[src/rtl/arf_regs.svh]
// Purpose: register offsets, field positions, reset values and timing counts
// Assumes: 40 MHz system clock, one aligned 32-bit word per register
// Notes:   definitions only
`ifndef ARF_REGS_SVH
`define ARF_REGS_SVH
// ---------------------------------------------------------------
// register byte offsets
// ---------------------------------------------------------------
`define ARF_OFF_CTRL_A    8'h00
`define ARF_OFF_CTRL_B    8'h04
`define ARF_OFF_CTRL_C    8'h08
`define ARF_OFF_RES_HIGH  8'h0c
`define ARF_OFF_RES_LOW   8'h10
`define ARF_OFF_IRQ_STAT  8'h14
`define ARF_OFF_IRQ_CLR   8'h18
`define ARF_OFF_IRQ_EN    8'h1c
// ---------------------------------------------------------------
// field positions
// ---------------------------------------------------------------
`define ARF_A_ON_BIT      0
`define ARF_A_GO_BIT      1
`define ARF_A_CHS_LSB     2
`define ARF_A_CHS_MSB     6
`define ARF_B_REF_LSB     0
`define ARF_B_REF_MSB     1
`define ARF_B_CLK_LSB     4
`define ARF_B_CLK_MSB     6
`define ARF_B_JUST_BIT    7
`define ARF_C_TRIG_LSB    4
`define ARF_C_TRIG_MSB    7
`define ARF_IRQ_DONE_BIT  0
// ---------------------------------------------------------------
// reset values
// ---------------------------------------------------------------
`define ARF_CTRL_A_RST    8'h00
`define ARF_CTRL_B_RST    8'h00
`define ARF_CTRL_C_RST    8'h00
`define ARF_IRQ_RST       8'h00
// ---------------------------------------------------------------
// timing
// ---------------------------------------------------------------
`define ARF_CLK_MHZ       40
`define ARF_TAMP_NS       2000
`define ARF_TAMP_CYC      ((`ARF_TAMP_NS * `ARF_CLK_MHZ + 999) / 1000)
`define ARF_CONV_TICKS    4'd11
`define ARF_FRC_TC        7'd39
`endif

[src/rtl/arf_pkg.sv]
// Purpose: shared types of the result formatter
// Assumes: nothing
// Notes:   constants live in arf_regs.svh
package arf_pkg;
	typedef enum logic {ARF_IDLE, ARF_CONV} arf_seq_state_t;
	typedef logic [9:0] arf_result_t;
endpackage : arf_pkg

[src/rtl/arf_conv_if.sv]
// Purpose: carrier between register side and conversion sequencer
// Assumes: single clock domain
// Notes:   none
`timescale 1ns/10ps
`default_nettype none
interface arf_conv_if;
	logic                start;
	logic                abort;
	logic [6:0]          div_tc;
	arf_pkg::arf_result_t sar_data;
	logic                done;
	logic                busy;
	arf_pkg::arf_result_t result;
	modport top (output start, abort, div_tc, sar_data, input done, busy, result);
	modport seq (input start, abort, div_tc, sar_data, output done, busy, result);
endinterface : arf_conv_if
`default_nettype wire

[src/rtl/arf_trig_edge.sv]
// Purpose: auto-trigger source select and rising edge detect
// Assumes: sources synchronous to clk_sys_i
// Notes:   codes 1..10 select a source, 0 and 11..15 never fire
`timescale 1ns/10ps
`default_nettype none
module arf_trig_edge (
	// clock and reset
	input  wire logic        clk_sys_i,
	input  wire logic        rst_n_i,
	// sources and selection
	input  wire logic [15:0] src_i,
	input  wire logic [3:0]  sel_i,
	// one-cycle start request
	output logic             fire_o
);
	function automatic logic src_valid(input logic [3:0] sel);
		src_valid = (sel != 4'h0) && (sel <= 4'ha);
	endfunction : src_valid

	logic       prev_q;
	logic [3:0] sel_q;
	logic       cur_w;

	// selected source level
	assign cur_w  = src_i[sel_i];
	// a change of selection must not look like an edge
	assign fire_o = src_valid(sel_i) && (sel_q == sel_i) && cur_w && !prev_q;

	// previous level of the selected source
	always_ff @(posedge clk_sys_i) begin
		if (!rst_n_i) begin
			prev_q <= 1'b0;
			sel_q  <= 4'h0;
		end else begin
			prev_q <= cur_w;
			sel_q  <= sel_i;
		end
	end
endmodule : arf_trig_edge
`default_nettype wire

[src/rtl/arf_conv_seq.sv]
// Purpose: conversion sequencer paced by the conversion clock enable
// Assumes: converter core presents its code on sar_data by the last tick
// Notes:   result register has no reset on purpose
`timescale 1ns/10ps
`default_nettype none
module arf_conv_seq
	import arf_pkg::*;
(
	// clock and reset
	input  wire logic clk_sys_i,
	input  wire logic rst_n_i,
	// register side
	arf_conv_if.seq   cif
);
	`include "arf_regs.svh"

	arf_seq_state_t state_q;
	logic [6:0]     div_q;
	logic [3:0]     tad_q;
	logic           done_q;
	arf_result_t    result_q;
	logic           tick_w;
	logic           last_w;

	// conversion clock enable from the divider
	assign tick_w     = (div_q == cif.div_tc);
	assign last_w     = tick_w && (tad_q == `ARF_CONV_TICKS - 4'd1);
	assign cif.busy   = (state_q == ARF_CONV);
	assign cif.done   = done_q;
	assign cif.result = result_q;

	// state, divider and tick count
	always_ff @(posedge clk_sys_i) begin
		if (!rst_n_i) begin
			state_q <= ARF_IDLE;
			div_q   <= 7'h00;
			tad_q   <= 4'h0;
			done_q  <= 1'b0;
		end else begin
			done_q <= 1'b0;
			case (state_q)
				ARF_IDLE: begin
					div_q <= 7'h00;
					tad_q <= 4'h0;
					if (cif.start) state_q <= ARF_CONV;
				end
				ARF_CONV: begin
					if (cif.abort) begin
						state_q <= ARF_IDLE;
					end else if (last_w) begin
						state_q <= ARF_IDLE;
						done_q  <= 1'b1;
					end else if (tick_w) begin
						div_q <= 7'h00;
						tad_q <= tad_q + 4'd1;
					end else begin
						div_q <= div_q + 7'd1;
					end
				end
				default: state_q <= ARF_IDLE;
			endcase
		end
	end

	// code capture; no reset so power-up content stays unknown
	always_ff @(posedge clk_sys_i) begin
		if ((state_q == ARF_CONV) && !cif.abort && last_w) result_q <= cif.sar_data;
	end
endmodule : arf_conv_seq
`default_nettype wire

[src/rtl/arf_top.sv]
// Purpose: control and result formatting around a 10-bit converter core
// Assumes: AHB-Lite single word transfers, inputs synchronous to clk_sys_i
// Notes:   writes take no wait state, reads take one
`timescale 1ns/10ps
`default_nettype none
module arf_top
	import arf_pkg::*;
(
	// clock and reset
	input  wire logic        clk_sys_i,
	input  wire logic        rst_n_i,
	// ahb-lite slave
	input  wire logic        hsel_i,
	input  wire logic [31:0] haddr_i,
	input  wire logic [1:0]  htrans_i,
	input  wire logic        hwrite_i,
	input  wire logic [2:0]  hsize_i,
	input  wire logic [31:0] hwdata_i,
	input  wire logic        hready_i,
	output logic      [31:0] hrdata_o,
	output logic             hreadyout_o,
	output logic             hresp_o,
	// auto-trigger sources
	input  wire logic [15:0] trig_src_i,
	// converter core
	input  wire arf_pkg::arf_result_t sar_data_i,
	output logic             adc_enable_o,
	output logic             sar_sample_o,
	output logic             sar_convert_o,
	output logic      [4:0]  channel_select_o,
	output logic      [1:0]  pos_ref_select_o,
	// interrupt
	output logic             irq_o
);
	import arf_pkg::*;
	`include "arf_regs.svh"

	// ---------------------------------------------------------------
	// formatting
	// ---------------------------------------------------------------
	// returns {high byte, low byte} with unused bits zero
	function automatic logic [15:0] fmt_result(input arf_result_t r, input logic right);
		if (right) fmt_result = {6'h00, r};
		else       fmt_result = {r, 6'h00};
	endfunction : fmt_result

	// terminal count of the conversion clock divider
	function automatic logic [6:0] div_term(input logic [2:0] sel);
		case (sel)
			3'h0:    div_term = 7'd1;
			3'h1:    div_term = 7'd7;
			3'h2:    div_term = 7'd31;
			3'h4:    div_term = 7'd3;
			3'h5:    div_term = 7'd15;
			3'h6:    div_term = 7'd63;
			default: div_term = `ARF_FRC_TC;
		endcase
	endfunction : div_term

	// ---------------------------------------------------------------
	// state
	// ---------------------------------------------------------------
	logic [7:0]  ctrl_a_q, ctrl_a_d;
	logic [7:0]  ctrl_b_q;
	logic [7:0]  ctrl_c_q;
	logic [7:0]  res_high_q, res_high_d;
	logic [7:0]  res_low_q, res_low_d;
	logic        irq_flag_q, irq_flag_d;
	logic [7:0]  irq_en_q;
	logic        dp_valid_q;
	logic        dp_write_q;
	logic        rd_done_q;
	logic [7:0]  dp_addr_q;
	logic [31:0] hrdata_q;

	// ---------------------------------------------------------------
	// bus decode
	// ---------------------------------------------------------------
	logic        addr_ph_w;
	logic        wr_w;
	logic        rd_w;
	logic        wr_a_w, wr_b_w, wr_c_w;
	logic        wr_hi_w, wr_lo_w, wr_clr_w, wr_en_w;
	logic [7:0]  wd_w;
	logic [7:0]  rd_mux_w;

	// word transfers only; other sizes pass as no-ops
	assign addr_ph_w = hsel_i && hready_i && htrans_i[1] && (hsize_i == 3'h2);
	assign wr_w      = dp_valid_q && dp_write_q;
	assign rd_w      = dp_valid_q && !dp_write_q;
	assign wd_w      = hwdata_i[7:0];
	assign wr_a_w    = wr_w && (dp_addr_q == `ARF_OFF_CTRL_A);
	assign wr_b_w    = wr_w && (dp_addr_q == `ARF_OFF_CTRL_B);
	assign wr_c_w    = wr_w && (dp_addr_q == `ARF_OFF_CTRL_C);
	assign wr_hi_w   = wr_w && (dp_addr_q == `ARF_OFF_RES_HIGH);
	assign wr_lo_w   = wr_w && (dp_addr_q == `ARF_OFF_RES_LOW);
	assign wr_clr_w  = wr_w && (dp_addr_q == `ARF_OFF_IRQ_CLR);
	assign wr_en_w   = wr_w && (dp_addr_q == `ARF_OFF_IRQ_EN);

	// read selection; unmapped and write-only offsets read zero
	assign rd_mux_w =
		(dp_addr_q == `ARF_OFF_CTRL_A)   ? ctrl_a_q :
		(dp_addr_q == `ARF_OFF_CTRL_B)   ? ctrl_b_q :
		(dp_addr_q == `ARF_OFF_CTRL_C)   ? ctrl_c_q :
		(dp_addr_q == `ARF_OFF_RES_HIGH) ? res_high_q :
		(dp_addr_q == `ARF_OFF_RES_LOW)  ? res_low_q :
		(dp_addr_q == `ARF_OFF_IRQ_STAT) ? {7'h00, irq_flag_q} :
		(dp_addr_q == `ARF_OFF_IRQ_EN)   ? irq_en_q : 8'h00;

	// one wait state on reads so the data comes from a flop
	assign hreadyout_o = !(rd_w && !rd_done_q);
	assign hresp_o     = 1'b0;
	assign hrdata_o    = hrdata_q;

	// address phase capture
	always_ff @(posedge clk_sys_i) begin
		if (!rst_n_i) begin
			dp_valid_q <= 1'b0;
			dp_write_q <= 1'b0;
			dp_addr_q  <= 8'h00;
		end else if (hready_i) begin
			dp_valid_q <= addr_ph_w;
			dp_write_q <= hwrite_i;
			dp_addr_q  <= haddr_i[7:0];
		end
	end

	// read data register
	always_ff @(posedge clk_sys_i) begin
		if (!rst_n_i) begin
			rd_done_q <= 1'b0;
			hrdata_q  <= 32'h0000_0000;
		end else begin
			rd_done_q <= rd_w && !rd_done_q;
			if (rd_w && !rd_done_q) hrdata_q <= {24'h00_0000, rd_mux_w};
		end
	end

	// ---------------------------------------------------------------
	// control
	// ---------------------------------------------------------------
	arf_conv_if cif ();

	logic        on_d;
	logic        go_d;
	logic        go_w;
	logic        on_w;
	logic        trig_fire_w;
	logic [15:0] fmt_w;

	assign on_w = ctrl_a_q[`ARF_A_ON_BIT];
	assign go_w = ctrl_a_q[`ARF_A_GO_BIT];
	assign on_d = wr_a_w ? wd_w[`ARF_A_ON_BIT] : on_w;

	// go: off kills it, completion clears it, then software, then trigger
	always_comb begin
		go_d = go_w;
		if (!on_d)                   go_d = 1'b0;
		else if (cif.done)           go_d = 1'b0;
		else if (wr_a_w)             go_d = wd_w[`ARF_A_GO_BIT];
		else if (trig_fire_w && !go_w) go_d = 1'b1;
	end

	assign ctrl_a_d = {1'b0,
		wr_a_w ? wd_w[`ARF_A_CHS_MSB:`ARF_A_CHS_LSB] : ctrl_a_q[`ARF_A_CHS_MSB:`ARF_A_CHS_LSB],
		go_d, on_d};

	// control registers
	always_ff @(posedge clk_sys_i) begin
		if (!rst_n_i) begin
			ctrl_a_q <= `ARF_CTRL_A_RST;
			ctrl_b_q <= `ARF_CTRL_B_RST;
			ctrl_c_q <= `ARF_CTRL_C_RST;
		end else begin
			ctrl_a_q <= ctrl_a_d;
			if (wr_b_w) ctrl_b_q <= {wd_w[7:4], 2'b00, wd_w[1:0]};
			if (wr_c_w) ctrl_c_q <= {wd_w[7:4], 4'h0};
		end
	end

	// sequencer hookup; start waits out the done cycle to avoid a restart
	assign cif.start    = go_w && on_w && !cif.busy && !cif.done;
	assign cif.abort    = !go_w;
	assign cif.div_tc   = div_term(ctrl_b_q[`ARF_B_CLK_MSB:`ARF_B_CLK_LSB]);
	assign cif.sar_data = sar_data_i;

	arf_conv_seq u_seq (
		.clk_sys_i (clk_sys_i),
		.rst_n_i   (rst_n_i),
		.cif       (cif)
	);

	arf_trig_edge u_trig (
		.clk_sys_i (clk_sys_i),
		.rst_n_i   (rst_n_i),
		.src_i     (trig_src_i),
		.sel_i     (ctrl_c_q[`ARF_C_TRIG_MSB:`ARF_C_TRIG_LSB]),
		.fire_o    (trig_fire_w)
	);

	// ---------------------------------------------------------------
	// result bytes
	// ---------------------------------------------------------------
	assign fmt_w      = fmt_result(cif.result, ctrl_b_q[`ARF_B_JUST_BIT]);
	// hardware load beats a software write in the same cycle
	assign res_high_d = cif.done ? fmt_w[15:8] : wd_w;
	assign res_low_d  = cif.done ? fmt_w[7:0]  : wd_w;

	// no reset: unknown at power-up, kept over any later reset
	always_ff @(posedge clk_sys_i) begin
		if (cif.done || wr_hi_w) res_high_q <= res_high_d;
		if (cif.done || wr_lo_w) res_low_q  <= res_low_d;
	end

	// ---------------------------------------------------------------
	// interrupt
	// ---------------------------------------------------------------
	// set wins over a clear in the same cycle
	assign irq_flag_d = (irq_flag_q && !(wr_clr_w && wd_w[`ARF_IRQ_DONE_BIT])) || cif.done;

	always_ff @(posedge clk_sys_i) begin
		if (!rst_n_i) begin
			irq_flag_q <= 1'b0;
			irq_en_q   <= `ARF_IRQ_RST;
		end else begin
			irq_flag_q <= irq_flag_d;
			if (wr_en_w) irq_en_q <= {7'h00, wd_w[`ARF_IRQ_DONE_BIT]};
		end
	end

	assign irq_o = irq_flag_q && irq_en_q[`ARF_IRQ_DONE_BIT];

	// ---------------------------------------------------------------
	// converter core pins
	// ---------------------------------------------------------------
	// sampling resumes right after a conversion with no discharge step
	assign adc_enable_o     = on_w;
	assign sar_sample_o     = on_w && !cif.busy;
	assign sar_convert_o    = cif.busy;
	assign channel_select_o = ctrl_a_q[`ARF_A_CHS_MSB:`ARF_A_CHS_LSB];
	assign pos_ref_select_o = ctrl_b_q[`ARF_B_REF_MSB:`ARF_B_REF_LSB];
endmodule : arf_top
`default_nettype wire

[config.mk]
export PLATFORM = sky130hd
export DESIGN_NAME = arf_top
export DESIGN_NICKNAME = d
export VERILOG_FILES = /design/src/rtl/arf_pkg.sv /design/src/rtl/arf_conv_if.sv /design/src/rtl/arf_trig_edge.sv /design/src/rtl/arf_conv_seq.sv /design/src/rtl/arf_top.sv
export VERILOG_INCLUDE_DIRS = /design/src /design/src/rtl
export SDC_FILE = /design/constraint.sdc
export NUM_CORES = 1
export LEC_CHECK = 0
export ABC_AREA = 1
export ABC_CLOCK_PERIOD_IN_PS = 1950
export BUFFER_PORTS_ARGS = -buffer_cell sky130_fd_sc_hd__clkbuf_2
export CAP_MARGIN = 10
export CELL_PAD_IN_SITES_DETAIL_PLACEMENT = 1
export CELL_PAD_IN_SITES_GLOBAL_PLACEMENT = 1
export CORE_MARGIN = 1.5
export CORE_UTILIZATION = 25
export CTS_CLUSTER_DIAMETER = 30
export DETAILED_ROUTE_END_ITERATION = 7
export PLACE_DENSITY_LB_ADDON = 0.1
export SKIP_CTS_REPAIR_TIMING = 1
export SYNTH_ARGS = -nofsm -noshare
export SYNTH_HDL_FRONTEND = slang
export SYNTH_SLANG_ARGS = --single-unit
export TNS_END_PERCENT = 50
[constraint.sdc]
create_clock -name clk_sys_i -period 1.95 [get_ports clk_sys_i]
set_input_delay 0.39 -clock clk_sys_i [delete_from_list [all_inputs] [get_ports clk_sys_i]]
set_output_delay 0.39 -clock clk_sys_i [all_outputs]
set_load 0.02 [all_outputs]
# Yosys cells after proc, flatten, opt, wreduce, memory -nomap -nowiden
# Index checks and enable logic that the tools add are counted.
# op_classes
shifts	0
eq_ne	19
n_reduce_logical	47
n_div	0
multipliers	0
muxes	29
add_sub_neg	2
bitwise	3
magnitude_cmp	2
# op_table
op	count
$mux 8	7
$pmux 6 s6	1
$eq 8x5->1 const B	4
$logic_and 1x1->1	28
$mux 7	3
$eq 8x4->1 const B	2
$mux 16	1
$pmux 7 s2	1
$mux 4	3
$mux 1	10
$eq 3x3->1 const B	3
$eq 8x3->1 const B	1
$logic_not 1->1	8
$logic_not 8->1	1
$pmux 4 s2	1
$add 7x1->7 const B	1
$eq 7x6->1	1
$eq 3x2->1 const B	2
$ne 2x2->1 const B	3
$reduce_and 3->1	2
$lt 4x5->1 const B	1
$add 4x1->4 const B	1
$bmux 1 s4	1
$eq 4x4->1	1
11 further kinds	15
# word_totals
inputBits	100
reg_bits	83
out_inout_bits	45
mem_bits_rw	0
memories	0
mem_bits_ro	0
latchBits	0

# Longest topological paths before layout
# depth
depth_word	8
depth_mapped	12
mapped_depth_nobuf	12

# By module
# Synthesis repeated with hierarchy kept, for this count alone.
# unflattened
cells_unflattened	592
area_unflattened_um2	4435.5
# modules_own_cells
mod	cells_per_inst	area_each_um2	instances
arf_top	344	2721.4	1
arf_conv_seq	163	1255.0	1
arf_trig_edge	85	459.2	1

# Worst setup path before layout
# OpenSTA, ideal clock, no wires.
# synth_path
kind	flip-flop to flip-flop
start	register dp_addr_q[6]
end	register res_high_q[0], enable pin
slack_ns	0.072
arrival_time_ns	1.494
required_ns	1.566
stages_incl_launch_ff	6
cell_sequence	dfxtp_1 -> inv_1 -> nand4_4 -> nor2_2 -> inv_2 -> o21ai_0
# synth_between
elab_chain_cells	3
# synth_rtl
element	line_no	rtl
start, declared	arf_top.sv:73	logic [7:0] dp_addr_q;
start signal, assigned	arf_top.sv:124	dp_addr_q <= haddr_i[7:0];
$eq 8x4->1 (no line)	-	
$logic_and 1x1->1	arf_top.sv:95	assign wr_hi_w = wr_w && (dp_addr_q == `ARF_OFF_RES_HIGH);
$logic_or 1x1->1	arf_top.sv:211	if (cif.done || wr_hi_w) res_high_q <= res_high_d;
end signal, assigned	arf_top.sv:211	
end, declared	arf_top.sv:66	logic [7:0] res_high_q, res_high_d;
# Every way passes these cells.
# A chain may end at the register's enable or synchronous reset.

# Worst setup path in the final report
# layout_path
start	register dp_valid_q
end	output port hreadyout_o
# layout_between
elab_chain_cells	3
# layout_rtl
element	line_no	rtl
start, declared	arf_top.sv:70	logic dp_valid_q;
start signal, assigned	arf_top.sv:122	dp_valid_q <= addr_ph_w;
$logic_and 1x1->1	arf_top.sv:90	assign rd_w = dp_valid_q && !dp_write_q;
$logic_and 1x1->1	arf_top.sv:111	assign hreadyout_o = !(rd_w && !rd_done_q);
$logic_not 1->1	arf_top.sv:111	
end, declared	arf_top.sv:21	output logic hreadyout_o,
# Every way passes these cells.

==> summary.txt <==
Post-synth ARST share = 0%
Post-synth top flop = dfxtp_1
final hold violations = 0
Yosys cell types = 43
worst-path maximum fanout = 14
Worst Setup Start Kind = flop
area of the multi-input gates = 1830 sq um
final max-slew violation count = 0
remaining global-route overflow = 0
PwrDens = 788 nW/um^2
Area contributors post-synth = dfxtp_1, edfxtp_1, nand2_1, a21oi_1, buf_4
fin crit share = 92.1%
Rel. slew slack = 64.5%
drt first pass iters = 4
via count = 3701
Fin Clk Skew = 5.82 ps
GPL Wtd Cong = 0.737
post-route cell area = 5090 sq um
final WL = 12100 microns
Ant. Diodes = 0
pre-CTS WS = 244 ps
hpwl dp = 9430 microns
Layout area overhead = 21.0%
Sink Count = 82
Synth Cell Area = 4210 sq um
Flop pwr share = 44.4%
Sequential Area = 1900 sq um
Clk Latency, worst-skew pair = 350 ps
RSZ-0062 raised after global routing = no
sequential fraction of the synthesis area = 45.2%
number of enable flip-flop cells after synthesis = 26
CP Capture Type = output pin
initial core utilization = 25.5%
post-synth top area cell = dfxtp_1
Worst Path Class, Setup = flop to output pin
top cell type's share of synthesized area = 26.6%
WP data required = 1560 ps
initial drt markers = 146
final setup TNS = 0 ps
num ports = 145
Vias/cell = 4.42
Slew @ Worst Pin = 531 ps
wire per inst = 14.5 microns
Post-DP Area = 4750 sq um
Clock power frac = 49.2%
top cells by count, synth = nand2_1, inv_1, dfxtp_1
CP arrival = 1410 ps
DRC viols = 0
CTS Buf Count = 9
total power = 4010 uW
Post-Syn Instances = 536
synthesized area per cell = 7.86 sq um
initial antenna violation count = 0
sw frac = 22.6%
Lkg Pwr = 0.00220 uW
Clock transition at path regs = 60 ps
H-tree depth = 3
Row Count = 47
Clock Tree Buf Depth = 2
total track usage = 14.7%
root buffer cell = clkbuf_16
share of cells above drive strength 1 = 21.4%
Setup Viol. Count Final = 0
most common cell in the netlist = nand2_1
status = finished, final reports clean
Maximum Capacitance Violations = 0
Synthesis Warnings = 0
CTS tree = yes
P_int = 3110 uW
Peak VDD IR = 0.403 mV
PortBufs = 70
Layout Nets = 715
minimum clock period = 1800 ps
Fin Hold WS = 211 ps
Die Height = 133 microns
pin count of the biggest net entering global routing = 33
die area = 17600 sq um
final worst slack = 155 ps
first-pass GRT wire length = 19900 microns
vias in the first global route = 3790
FMAX = 557 MHz
Die W = 133 microns
Psw = 908 uW
Fill cells = 2029
worst min path class = input pin to flop
Final ANT Viol Nets = 0
Placeable Area = 16500 sq um
register bit count reported by yosys = 82
Comb pwr share = 6.3%
==> routing by layer <==
metal | vias to the layer above | global-route usage (%) | wire (microns)
met5 | - | 0 | 0
met3 | 11 | 2.76 | 393
met4 | 0 | 5.49 | 197
li1 | 1878 | - | -
met2 | 69 | 23.9 | 5580
met1 | 1743 | 19.3 | 5930
==> kinds of logic after synthesis <==
kind of cell / after synthesis / synth area share, %
simple gates: 206 / 23.5
compound gates: 124 / 16.1
buf+inv: 116 / 13.5
flops: 82 / 45.2
xor+xnor: 4 / 0.832
fa+ha+maj: 3 / 0.892
other cells: 1 / 0.0891
==> power groups by stage <==
stage | registers (uW) | clock network [uW] | logic [uW]
final | 1780 | 1980 | 254
after global routing | 1780 | 2100 | 287
after CTS | 1780 | 2030 | 258
after detailed placement | 1820 | 0 | 257
after global placement | 1820 | 0 | 252
after floorplan | 1820 | 0 | 191
==> layout make-up <==
cell class              count  area share [%]
clock inverters             7            2.29
inverters                  71            5.33
clock buffers               9            4.42
flip-flops and latches     82            37.3
multi-input cells         362            36.0
well taps                 220            5.41
repair buffers             86            9.24
==> critical path, cell delays in order, from the launching register on <==
cell      delay [ps]
dfxtp_1          350
inv_1             50
nor3_1           250
inv_2            210
clkbuf_2         200
==> final timing paths <==
kind | to | slack (ps) | cells past startpoint | start
max | hreadyout_o | 150 | 4 | dp_valid_q
min reg2reg | irq_en_q[0] | 470 | 2 | irq_en_q[0]
max reg2reg | u_seq.cif.result[8] | 260 | 10 | ctrl_b_q[5]
min | u_seq.cif.result[1] | 210 | 1 | sar_data_i[1]
==> stage by stage <==
step                util [%]  std cells
floorplan                  -        560
global placement        28.7        821
detailed placement      28.7        821
CTS                     30.8        837
global route            30.8        837
finish                  30.8        837
==> registers in the layout (all words and copies together) (netlist names), 4 cells and up <==
register,cells
u_seq.tad_q,4
u_trig.sel_q,4
dp_addr_q,8
ctrl_b_q,6
res_low_q,8
ctrl_c_q,4
hrdata_o,8
u_seq.cif.result,10
res_high_q,8
u_seq.div_q,7
ctrl_a_q,7
==> placed cells by master (no fill, tap or decap), types with 2 or more instances in the layout <==
master     netlist  layout
nand2_1         98      98
clkbuf_2         0      70
inv_1           64      63
dfxtp_1         56      56
a21oi_1         51      51
o21ai_0         44      44
nor2_1          41      41
nand3_1         28      28
edfxtp_1        26      26
conb_1           1      25
buf_4           32      16
o22ai_1         10      10
clkbuf_16        0       9
nand4_1          7       7
nor3_1           6       6
inv_2            5       6
o21ai_1          6       6
nor2_4           5       5
o221ai_1         4       4
nor2_2           4       4
nand3_2          3       3
a31oi_1          3       3
o211ai_1         3       3
xor2_1           3       3
ha_1             3       3
bufinv_16        0       3
nand2_2          2       2
clkinv_1         1       2
nand2_4          2       2
clkinv_4         1       2
or2_2            2       2
(Power assumes the default switching activity.)
